==> src/rtl/ycse_consts.vh <==
/*
 * constants for the yuv capture control and status bank: register indexes,
 * field positions, reset values and fill thresholds.
 * assumes it is included by the bank module, the checks and the bench, by its bare name.
 */
`ifndef YCSE_CONSTS_VH
`define YCSE_CONSTS_VH

////////////////////////////////////////////////////////////////////////////////
// register indexes; byte address is four times the index
`define YCSE_IDX_CTRL 16'h2800
`define YCSE_IDX_STATUS 16'h2802
`define YCSE_IDX_IRQ_EN 16'h2806
`define YCSE_IDX_TRIG 16'h2820
`define YCSE_IDX_FIFO_SIZE 16'h2824
`define YCSE_IDX_IRQ_STAT 16'h2830
`define YCSE_IDX_IRQ_CLR 16'h2832

////////////////////////////////////////////////////////////////////////////////
// control register fields
`define YCSE_CTRL_EN 0
`define YCSE_CTRL_FLOW_LO 1
`define YCSE_CTRL_FLOW_HI 3
`define YCSE_CTRL_SRST 15

// data flow modes
`define YCSE_FLOW_MEM422 3'h1
`define YCSE_FLOW_CAM422 3'h3
`define YCSE_FLOW_CAM420 3'h7

////////////////////////////////////////////////////////////////////////////////
// status register fields
`define YCSE_ST_EMPTY 8
`define YCSE_ST_FULL 9
`define YCSE_ST_TRIG 10
`define YCSE_ST_FLAG_LO 8
`define YCSE_ST_FLAG_HI 10
`define YCSE_ST_FILL_LO 12
`define YCSE_ST_FILL_HI 13
`define YCSE_ST_RSV_HI 2'h2
`define YCSE_ST_RSV_MID 1'h0
`define YCSE_ST_RSV_LO 8'h80
`define YCSE_STATUS_RESET 16'h8080

// trigger threshold field
`define YCSE_TRIG_LO 4
`define YCSE_TRIG_HI 5

// fifo size field, in dwords
`define YCSE_SIZE_W 12
`define YCSE_SIZE_RESET 12'h040

// fill codes and the dword floor of code 01
`define YCSE_FILL_EMPTY 2'h0
`define YCSE_FILL_LOW 2'h1
`define YCSE_FILL_QUARTER 2'h2
`define YCSE_FILL_HALF 2'h3
`define YCSE_MIN_DWORDS 13'h0003
`define YCSE_OUT_MIN 6'h03

`endif

==> src/rtl/ycse_bank.v <==
/*
 * yuv capture control and status register bank behind an apb slave.
 * assumes the capture fifo datapath supplies fill counts and full levels
 * synchronous to pclk, and consumes the enable, clock gate and flow outputs.
 */
// Chosen here: the APB interface to the registers.
// Operation
// [RL1] software must keep the converter bypass bit clear while memory-to-memory 4:2:2 flow is chosen.
// [RL2] software must program a resizer width that is a multiple of four before a 4:2:0 capture.
// [RL3] enable bit clear holds the unit disabled with its clock gated, set enables it and supplies clock.
// [RL4] a read-only two-bit fill level reports empty, three dwords, a quarter or half of the fifo size.
// [RL5] the trigger flag latches once the fill reaches the programmed threshold, otherwise it stays zero.
// [RL6] each flag is set and visible only while its own interrupt enable bit is set; here a flag already set stays readable after its enable clears.
// [RL7] each flag stays set until software writes one to its bit, which then clears it.
// [RL8] the full flag sets only when capture fifo and capture input fifo are full together.
// [RL9] the empty flag sets while the output fifo holds fewer than three dwords.
// [RL10] reserved status fields read 10b on top, 0b at bit eleven and 1000_0000b in the low byte.
// [RL11] the self-clearing software reset reinitialises the status register but keeps the three flags.
// [RL12] flow mode 111b means 4:2:0 data from the camera interface written to memory.
// [RL13] writes of zero to flags and writes to read-only or reserved status fields are ignored.
`include "ycse_consts.vh"

module ycse_bank (
   pclk,
   presetn,
   psel,
   penable,
   pwrite,
   paddr,
   pwdata,
   pstrb,
   prdata,
   pready,
   pslverr,
   cap_fifo_level,
   out_fifo_level,
   cap_fifo_full,
   cap_in_fifo_full,
   cap_enable,
   cap_clk_en,
   cap_soft_rst,
   flow_mem422,
   flow_cam422,
   flow_cam420,
   irq
);
   input wire pclk;
   input wire presetn;
   input wire psel;
   input wire penable;
   input wire pwrite;
   input wire [17:0] paddr;
   input wire [31:0] pwdata;
   input wire [3:0] pstrb;
   output reg [31:0] prdata;
   output reg pready;
   output reg pslverr;
   input wire [11:0] cap_fifo_level;
   input wire [5:0] out_fifo_level;
   input wire cap_fifo_full;
   input wire cap_in_fifo_full;
   output reg cap_enable;
   output reg cap_clk_en;
   output reg cap_soft_rst;
   output reg flow_mem422;
   output reg flow_cam422;
   output reg flow_cam420;
   output reg irq;

   ////////////////////////////////////////////////////////////////////////////
   // fill code from the live counts; used for the status field and trigger
   function [1:0] fill_code;
      input [11:0] cap_lvl;
      input [5:0] out_lvl;
      input [11:0] size;
      reg [12:0] total;
      begin
         total = {1'b0, cap_lvl} + {7'h00, out_lvl};
         if (cap_lvl >= {1'b0, size[11:1]} && cap_lvl != 12'h000) begin
            fill_code = `YCSE_FILL_HALF;
         end else if (cap_lvl >= {2'h0, size[11:2]} && cap_lvl != 12'h000) begin
            fill_code = `YCSE_FILL_QUARTER;
         end else if (total >= `YCSE_MIN_DWORDS) begin
            fill_code = `YCSE_FILL_LOW;
         end else begin
            fill_code = `YCSE_FILL_EMPTY;
         end
      end
   endfunction

   ////////////////////////////////////////////////////////////////////////////
   // state
   reg enable_ff;
   reg [2:0] flow_ff;
   reg srst_ff;
   reg [2:0] flags_ff;
   reg [1:0] fill_ff;
   reg [2:0] irq_en_ff;
   reg [1:0] trig_ff;
   reg [11:0] size_ff;
   reg [31:0] nxt_prdata;
   reg nxt_slverr;
   reg [2:0] nxt_flags;
   reg [2:0] flag_event;
   reg [2:0] flag_clear;
   reg [15:0] wmask;
   reg [15:0] wdat;
   reg [1:0] live_fill;
   reg trig_hit;
   wire setup;
   wire wr_go;
   wire [15:0] idx;
   wire [15:0] status_word;

   assign idx = paddr[17:2];
   assign setup = psel & ~penable & ~pready;
   assign wr_go = psel & penable & pready & pwrite;

   // reserved fields are constants, never stored
   assign status_word = {`YCSE_ST_RSV_HI, fill_ff, `YCSE_ST_RSV_MID, flags_ff, `YCSE_ST_RSV_LO}; // see [RL10] [RL4]

   ////////////////////////////////////////////////////////////////////////////
   // flag events and clears
   always @* begin
      wmask = {{8{pstrb[1]}}, {8{pstrb[0]}}};
      wdat = pwdata[15:0] & wmask;
      live_fill = fill_code(cap_fifo_level, out_fifo_level, size_ff);
      if (trig_ff == `YCSE_FILL_EMPTY) begin
         trig_hit = (cap_fifo_level != 12'h000); // see [RL5]
      end else begin
         trig_hit = (live_fill >= trig_ff); // see [RL5]
      end
      flag_event[2] = trig_hit;
      flag_event[1] = cap_fifo_full & cap_in_fifo_full; // see [RL8]
      flag_event[0] = (out_fifo_level < `YCSE_OUT_MIN); // see [RL9]
      flag_event = flag_event & irq_en_ff; // see [RL6]
      flag_clear = 3'h0;
      if (wr_go && (idx == `YCSE_IDX_STATUS || idx == `YCSE_IDX_IRQ_CLR)) begin
         flag_clear = wdat[`YCSE_ST_FLAG_HI:`YCSE_ST_FLAG_LO]; // see [RL7] [RL13]
      end
      // a new event in the clearing cycle wins so it is never lost
      nxt_flags = (flags_ff & ~flag_clear) | flag_event; // see [RL7]
   end

   ////////////////////////////////////////////////////////////////////////////
   // read mux, sampled in the setup cycle
   always @* begin
      nxt_prdata = 32'h00000000;
      nxt_slverr = 1'b0;
      case (idx)
         `YCSE_IDX_CTRL: begin
            nxt_prdata[`YCSE_CTRL_EN] = enable_ff;
            nxt_prdata[`YCSE_CTRL_FLOW_HI:`YCSE_CTRL_FLOW_LO] = flow_ff;
         end
         `YCSE_IDX_STATUS: begin
            nxt_prdata[15:0] = status_word;
         end
         `YCSE_IDX_IRQ_EN: begin
            nxt_prdata[`YCSE_ST_FLAG_HI:`YCSE_ST_FLAG_LO] = irq_en_ff;
         end
         `YCSE_IDX_TRIG: begin
            nxt_prdata[`YCSE_TRIG_HI:`YCSE_TRIG_LO] = trig_ff;
         end
         `YCSE_IDX_FIFO_SIZE: begin
            nxt_prdata[`YCSE_SIZE_W-1:0] = size_ff;
         end
         `YCSE_IDX_IRQ_STAT: begin
            nxt_prdata[`YCSE_ST_FLAG_HI:`YCSE_ST_FLAG_LO] = flags_ff;
         end
         `YCSE_IDX_IRQ_CLR: begin
            nxt_prdata = 32'h00000000;
         end
         default: begin
            nxt_slverr = 1'b1;
         end
      endcase
   end

   ////////////////////////////////////////////////////////////////////////////
   // apb handshake: pready rises in the first access cycle
   always @(posedge pclk or negedge presetn) begin
      if (!presetn) begin
         pready <= 1'b0;
         prdata <= 32'h00000000;
         pslverr <= 1'b0;
      end else begin
         pready <= setup;
         if (setup) begin
            prdata <= pwrite ? 32'h00000000 : nxt_prdata;
            pslverr <= nxt_slverr;
         end else if (pready) begin
            prdata <= 32'h00000000;
            pslverr <= 1'b0;
         end
      end
   end

   ////////////////////////////////////////////////////////////////////////////
   // software registers
   always @(posedge pclk or negedge presetn) begin
      if (!presetn) begin
         enable_ff <= 1'b0;
         flow_ff <= 3'h0;
         srst_ff <= 1'b0;
         irq_en_ff <= 3'h0;
         trig_ff <= 2'h0;
         size_ff <= `YCSE_SIZE_RESET;
      end else begin
         srst_ff <= 1'b0; // self clearing after one cycle
         if (wr_go) begin
            case (idx)
               `YCSE_IDX_CTRL: begin
                  if (pstrb[0]) begin
                     enable_ff <= pwdata[`YCSE_CTRL_EN];
                     flow_ff <= pwdata[`YCSE_CTRL_FLOW_HI:`YCSE_CTRL_FLOW_LO];
                  end
                  if (pstrb[1]) begin
                     srst_ff <= pwdata[`YCSE_CTRL_SRST]; // see [RL11]
                  end
               end
               `YCSE_IDX_IRQ_EN: begin
                  if (pstrb[1]) begin
                     irq_en_ff <= pwdata[`YCSE_ST_FLAG_HI:`YCSE_ST_FLAG_LO];
                  end
               end
               `YCSE_IDX_TRIG: begin
                  if (pstrb[0]) begin
                     trig_ff <= pwdata[`YCSE_TRIG_HI:`YCSE_TRIG_LO];
                  end
               end
               `YCSE_IDX_FIFO_SIZE: begin
                  if (pstrb[0]) begin
                     size_ff[7:0] <= pwdata[7:0];
                  end
                  if (pstrb[1]) begin
                     size_ff[11:8] <= pwdata[11:8];
                  end
               end
               default: begin
                  enable_ff <= enable_ff;
               end
            endcase
         end
      end
   end

   ////////////////////////////////////////////////////////////////////////////
   // status: flags survive the soft reset, the fill field does not
   always @(posedge pclk or negedge presetn) begin
      if (!presetn) begin
         flags_ff <= 3'h0;
         fill_ff <= `YCSE_FILL_EMPTY;
      end else begin
         flags_ff <= nxt_flags;
         if (srst_ff) begin
            fill_ff <= `YCSE_FILL_EMPTY; // see [RL11]
         end else begin
            fill_ff <= live_fill; // see [RL4]
         end
      end
   end

   ////////////////////////////////////////////////////////////////////////////
   // unit outputs, all registered
   always @(posedge pclk or negedge presetn) begin
      if (!presetn) begin
         cap_enable <= 1'b0;
         cap_clk_en <= 1'b0;
         cap_soft_rst <= 1'b0;
         flow_mem422 <= 1'b0;
         flow_cam422 <= 1'b0;
         flow_cam420 <= 1'b0;
         irq <= 1'b0;
      end else begin
         cap_enable <= enable_ff; // see [RL3]
         cap_clk_en <= enable_ff; // see [RL3]
         cap_soft_rst <= srst_ff;
         // reserved modes decode to no flow; software keeps the bypass bit clear in 001b, see [RL1]
         flow_mem422 <= (flow_ff == `YCSE_FLOW_MEM422);
         flow_cam422 <= (flow_ff == `YCSE_FLOW_CAM422);
         // width multiple of four is software's duty, see [RL2]
         flow_cam420 <= (flow_ff == `YCSE_FLOW_CAM420); // see [RL12]
         irq <= |(nxt_flags & irq_en_ff); // see [RL6]
      end
   end

endmodule

==> config.mk <==
export PLATFORM = sky130hd
export DESIGN_NAME = ycse_bank
export DESIGN_NICKNAME = d
export VERILOG_FILES = /design/src/rtl/ycse_bank.v
export VERILOG_INCLUDE_DIRS = /design/src /design/src/rtl
export SDC_FILE = /design/constraint.sdc
export NUM_CORES = 1
export LEC_CHECK = 0
export BUFFER_PORTS_ARGS = -buffer_cell sky130_fd_sc_hd__buf_4
export CAP_MARGIN = 30
export CORE_MARGIN = 2
export CORE_UTILIZATION = 50
export CTS_CLUSTER_DIAMETER = 150
export DETAILED_ROUTE_END_ITERATION = 6
export PLACE_DENSITY = 0.81
export SKIP_CTS_REPAIR_TIMING = 1
export SYNTH_ARGS = -nofsm -noshare
export SYNTH_HDL_FRONTEND = slang
export SYNTH_SLANG_ARGS = --single-unit
==> constraint.sdc <==
create_clock -name pclk -period 3.3 [get_ports pclk]
set_clock_uncertainty 0.1 [all_clocks]
set_input_delay 0.33 -clock pclk [delete_from_list [all_inputs] [get_ports pclk]]
set_output_delay 0.33 -clock pclk [all_outputs]
set_load 0.01 [all_outputs]
==> Implementation_results.wiki <==
{| class="wikitable"
! Metric !! Value
|-
| Worst Setup Slack, final || -0.0951 ns
|-
| Final HPWL from detailed placement || 6330 um
|-
| Number of setup violations in the final report || 1
|-
| Number of antenna violations at the first check in global routing || 0
|-
| Final antenna diode count || 0
|-
| Highest-delay cell along the critical path || sky130_fd_sc_hd__or4b_4
|-
| Measured slew at the worst slew-check pin || 0.606 ns
|-
| H-Tree Depth || 2
|-
| Count of yosys warnings during synthesis || 0
|-
| Worst min-delay path category || in -> reg
|-
| Number of synthesized flops with an enable pin || 0
|-
| Count of placed standard cells including taps || 516
|-
| Maximum clock insertion buffer count || 2
|-
| Horizontal die dimension || 83.9 um
|-
| Fmax achieved || 295 MHz
|-
| CP Cell Sequence || buf_8 > ha_4 > inv_2 > fa_2 > o221ai_2 > or4b_4 > a2111oi_4 > a41o_1 > and2_4 > ha_4 > nand2b_4 > a221o_1 > o311ai_2 > nand2_1 > a221o_1
|-
| Clock tree from TritonCTS || built
|-
| DIE HEIGHT || 83.9 um
|-
| Number of buffers created by CTS || 5
|-
| Via total after detailed routing || 2939
|-
| Via density per instance || 5.59
|-
| Final non-filler cell total || 526
|-
| Seq pwr share || 51.3%
|-
| Number of port buffers || 79
|-
| Count of standard-cell rows || 29
|-
| Worst min-delay path endpoint || pready
|-
| Max Cap Violations || 0
|-
| Most numerous cell in the Yosys netlist || sky130_fd_sc_hd__dfrtp_1
|-
| Post-place setup slack || -0.492 ns
|-
| Internal power contribution || 0.886 mW
|-
| Share of total power in the clock network || 28.3%
|-
| Average detailed-routed wire length per instance || 15.0 um
|-
| Ys async rst share || 100%
|-
| Setup slack, reg-to-reg || -0.01 ns
|-
| Die area || 7030 um^2
|-
| Arr. time, crit path || 3.48 ns
|-
| Synth cell count leaders || sky130_fd_sc_hd__dfrtp_1, sky130_fd_sc_hd__nand2_1, sky130_fd_sc_hd__o21ai_0, sky130_fd_sc_hd__ha_1, sky130_fd_sc_hd__inv_1
|-
| GRT Util Overall || 22.7%
|-
| Worst-skew pair later-pin latency || 0.30 ns
|-
| Result of the run || finished with violations
|-
| Peak supply drop || 0.243 mV
|-
| Critical path launch point type || input port
|-
| Share of synthesized area occupied by flip-flops and latches || 39.3%
|-
| Mean instance size in the synthesized netlist || 9.49 um^2
|-
| Failing checks || setup timing
|-
| Switching power || 0.319 mW
|-
| CTS sink count || 50
|-
| Critical Setup Path Class || in -> reg
|-
| Worst hold path cell count || 2
|-
| Largest area contributor in the synthesized netlist || sky130_fd_sc_hd__dfrtp_1
|-
| Kind of cell adding the most delay to the critical path || compound AO/OA/AOI/OAI gates
|-
| # IOs || 120
|-
| Maximum fanout along the worst path || 2
|-
| Shortest period the worst path allows || 3.40 ns
|-
| Placer congestion estimate || 0.901
|-
| Slowest stage delay, CP || 0.57 ns
|-
| Worst Reg2Reg Path Length in Cells || 13
|-
| Fin nets || 558
|-
| Part of the cycle the worst path needs || 103%
|-
| Synth Register Bits || 50
|-
| Filler cells || 533
|-
| Cell area power density || 287 nW/um^2
|-
| Switching Fraction || 26.5%
|-
| Iteration-0 DRC count of the detailed router || 173
|-
| First-pass GRT wire length || 13000 um
|-
| Static Leakage || 2.14 nW
|-
| Clock transition at the registers of the reported paths || 0.09 ns
|-
| FF-to-FF Start || fill_code.size[1]
|-
| Area growth syn-to-layout || 31.6%
|-
| Number of optimization iterations in the first detailed-route pass || 4
|-
| Final WL || 7880 um
|-
| Total gr overflow || 0
|-
| Final Hold Viols || 0
|-
| Area fraction of the dominant cell type after synthesis || 38.4%
|-
| Effective utilization at floorplan || 51.1%
|-
| Max-slew headroom || 59.6%
|-
| Number of global-route vias before repair || 2763
|-
| Max-slew violation count || 0
|-
| Root buffer cell || sky130_fd_sc_hd__clkbuf_8
|-
| Combinational fraction of design power || 20.3%
|-
| Number of standard cells after synthesis || 336
|-
| DRC errors left || 0
|-
| R2r endpoint || irq
|-
| Number of distinct library cell variants in the gate-level netlist after synthesis || 55
|-
| Fraction of final layout cells sized beyond drive strength 1 || 32.5%
|-
| Setup crit end kind || flop
|-
| Number of buffers and inverters on the critical path || 2
|-
| Source of the worst hold timing path || penable
|-
| Ranking of synthesized cells by area || sky130_fd_sc_hd__dfrtp_1, sky130_fd_sc_hd__ha_1, sky130_fd_sc_hd__o21ai_0, sky130_fd_sc_hd__nand2_1, sky130_fd_sc_hd__buf_4
|-
| RSZ-0062 raised after global routing || yes
|-
| Largest net degree at the start of global routing || 51
|-
| Primary flip-flop cell chosen by synthesis mapping || sky130_fd_sc_hd__dfrtp_1
|-
| Antenna violation net count after detailed routing || 0
|-
| Required time reported for the critical path endpoint || 3.39 ns
|-
| Core area || 6240 um^2
|-
| Post-Syn Area || 3190 um^2
|}
[metal layers]
layer / GRT usage (%) / routed length, um
met2: 36.2 / 3750
met3: 3.26 / 463
met4: 7.18 / 153
met5: 0 / 0
met1: 32.1 / 3510
[worst max path at each step]
stage	from	to	slack, ns	cells after the start
4_1_cts	cap_fifo_level[0]	irq	-0.20	16
5_1_grt	out_fifo_level[0]	irq	-0.21	15
6_report	out_fifo_level[0]	irq	-0.1	15
2_1_floorplan	cap_fifo_level[0]	irq	-0.15	14
3_5_place_dp	cap_fifo_level[0]	irq	-0.49	16
3_3_place_gp	cap_fifo_level[0]	irq	-0.39	15
[sequential cells by signal, indices dropped and copies added, names as in the netlist]
name            cells
cap_clk_en          1
cap_soft_rst        1
enable_ff           1
fill_code.size     12
fill_ff             2
flags_ff            3
flow_cam420         1
flow_cam422         1
flow_ff             3
flow_mem422         1
irq                 1
irq_en_ff           3
prdata             15
pready              1
pslverr             1
srst_ff             1
trig_ff             2
[per-stage QoR]
stage                     hold slack [ns]  area, um^2  utilization [%]  total power, mW  setup TNS, ns
final                               0.112        4200             67.3             1.21        -0.0951
after global routing                0.105        4200             67.3             1.26         -0.213
after CTS                         -0.0413        4110             65.9             1.20         -0.199
after detailed placement            0.281        4030             64.6            0.861         -0.710
after global placement              0.271        4030             64.6            0.855         -0.519
after floorplan                   -0.0656        3270                -            0.742         -0.149
[power by group through the flow]
stage                     Sequential, mW  Combinational, mW  Clock (mW)
after global placement             0.631              0.224           0
after global routing               0.619              0.270       0.373
after detailed placement           0.631              0.230           0
final                              0.619              0.245       0.341
after floorplan                    0.632              0.110           0
after CTS                          0.619              0.231       0.345
[layout by cell type (no fill, tap or decap), types with 2 or more instances in the layout]
| master | count |
|---|---|
| sky130_fd_sc_hd__nor3b_1 | 2 |
| sky130_fd_sc_hd__a22oi_1 | 7 |
| sky130_fd_sc_hd__nand2b_1 | 3 |
| sky130_fd_sc_hd__and4_1 | 4 |
| sky130_fd_sc_hd__or2_2 | 2 |
| sky130_fd_sc_hd__a22o_1 | 7 |
| sky130_fd_sc_hd__clkbuf_8 | 5 |
| sky130_fd_sc_hd__ha_1 | 27 |
| sky130_fd_sc_hd__a222oi_1 | 2 |
| sky130_fd_sc_hd__conb_1 | 17 |
| sky130_fd_sc_hd__buf_4 | 110 |
| sky130_fd_sc_hd__a31oi_1 | 2 |
| sky130_fd_sc_hd__and3_1 | 5 |
| sky130_fd_sc_hd__o21ai_0 | 31 |
| sky130_fd_sc_hd__ha_4 | 2 |
| sky130_fd_sc_hd__a21oi_1 | 7 |
| sky130_fd_sc_hd__o21a_1 | 2 |
| sky130_fd_sc_hd__nand3_1 | 6 |
| sky130_fd_sc_hd__xnor2_1 | 2 |
| sky130_fd_sc_hd__o2111ai_1 | 3 |
| sky130_fd_sc_hd__nor3_1 | 4 |
| sky130_fd_sc_hd__nor4_1 | 5 |
| sky130_fd_sc_hd__mux2_2 | 10 |
| sky130_fd_sc_hd__a21o_1 | 3 |
| sky130_fd_sc_hd__nand4_1 | 3 |
| sky130_fd_sc_hd__a211oi_1 | 3 |
| sky130_fd_sc_hd__nand2_1 | 41 |
| sky130_fd_sc_hd__nor2b_1 | 5 |
| sky130_fd_sc_hd__dfrtp_1 | 49 |
| sky130_fd_sc_hd__and2_1 | 2 |
| sky130_fd_sc_hd__a221o_1 | 4 |
| sky130_fd_sc_hd__o211ai_1 | 3 |
| sky130_fd_sc_hd__nor2_1 | 17 |
| sky130_fd_sc_hd__inv_1 | 23 |
[area by class of cell]
| cell class | instances | area [um^2] | share of cell area [%] |
|---|---|---|---|
| multi-input cells | 255 | 1820 | 43.3 |
| clock buffers | 6 | 72.6 | 1.73 |
| inverters | 24 | 90.1 | 2.15 |
| repair buffers | 113 | 862 | 20.5 |
| clock inverters | 1 | 7.51 | 0.179 |
| well taps | 77 | 96.3 | 2.30 |
| flip-flops and latches | 50 | 1250 | 29.8 |
[cell families after synthesis]
family	count (synthesis)	synth area share (%)
AND/OR/NAND/NOR	109	17.6
AO/OA/AOI/OAI	86	18.8
flip-flops	50	39.3
buffers and inverters	47	7.89
adder cells (fa/ha/maj)	30	12.0
multiplexers	10	3.53
XOR/XNOR	3	0.824
other	1	0.118
Note: power is estimated with default switching activity, not from simulation.
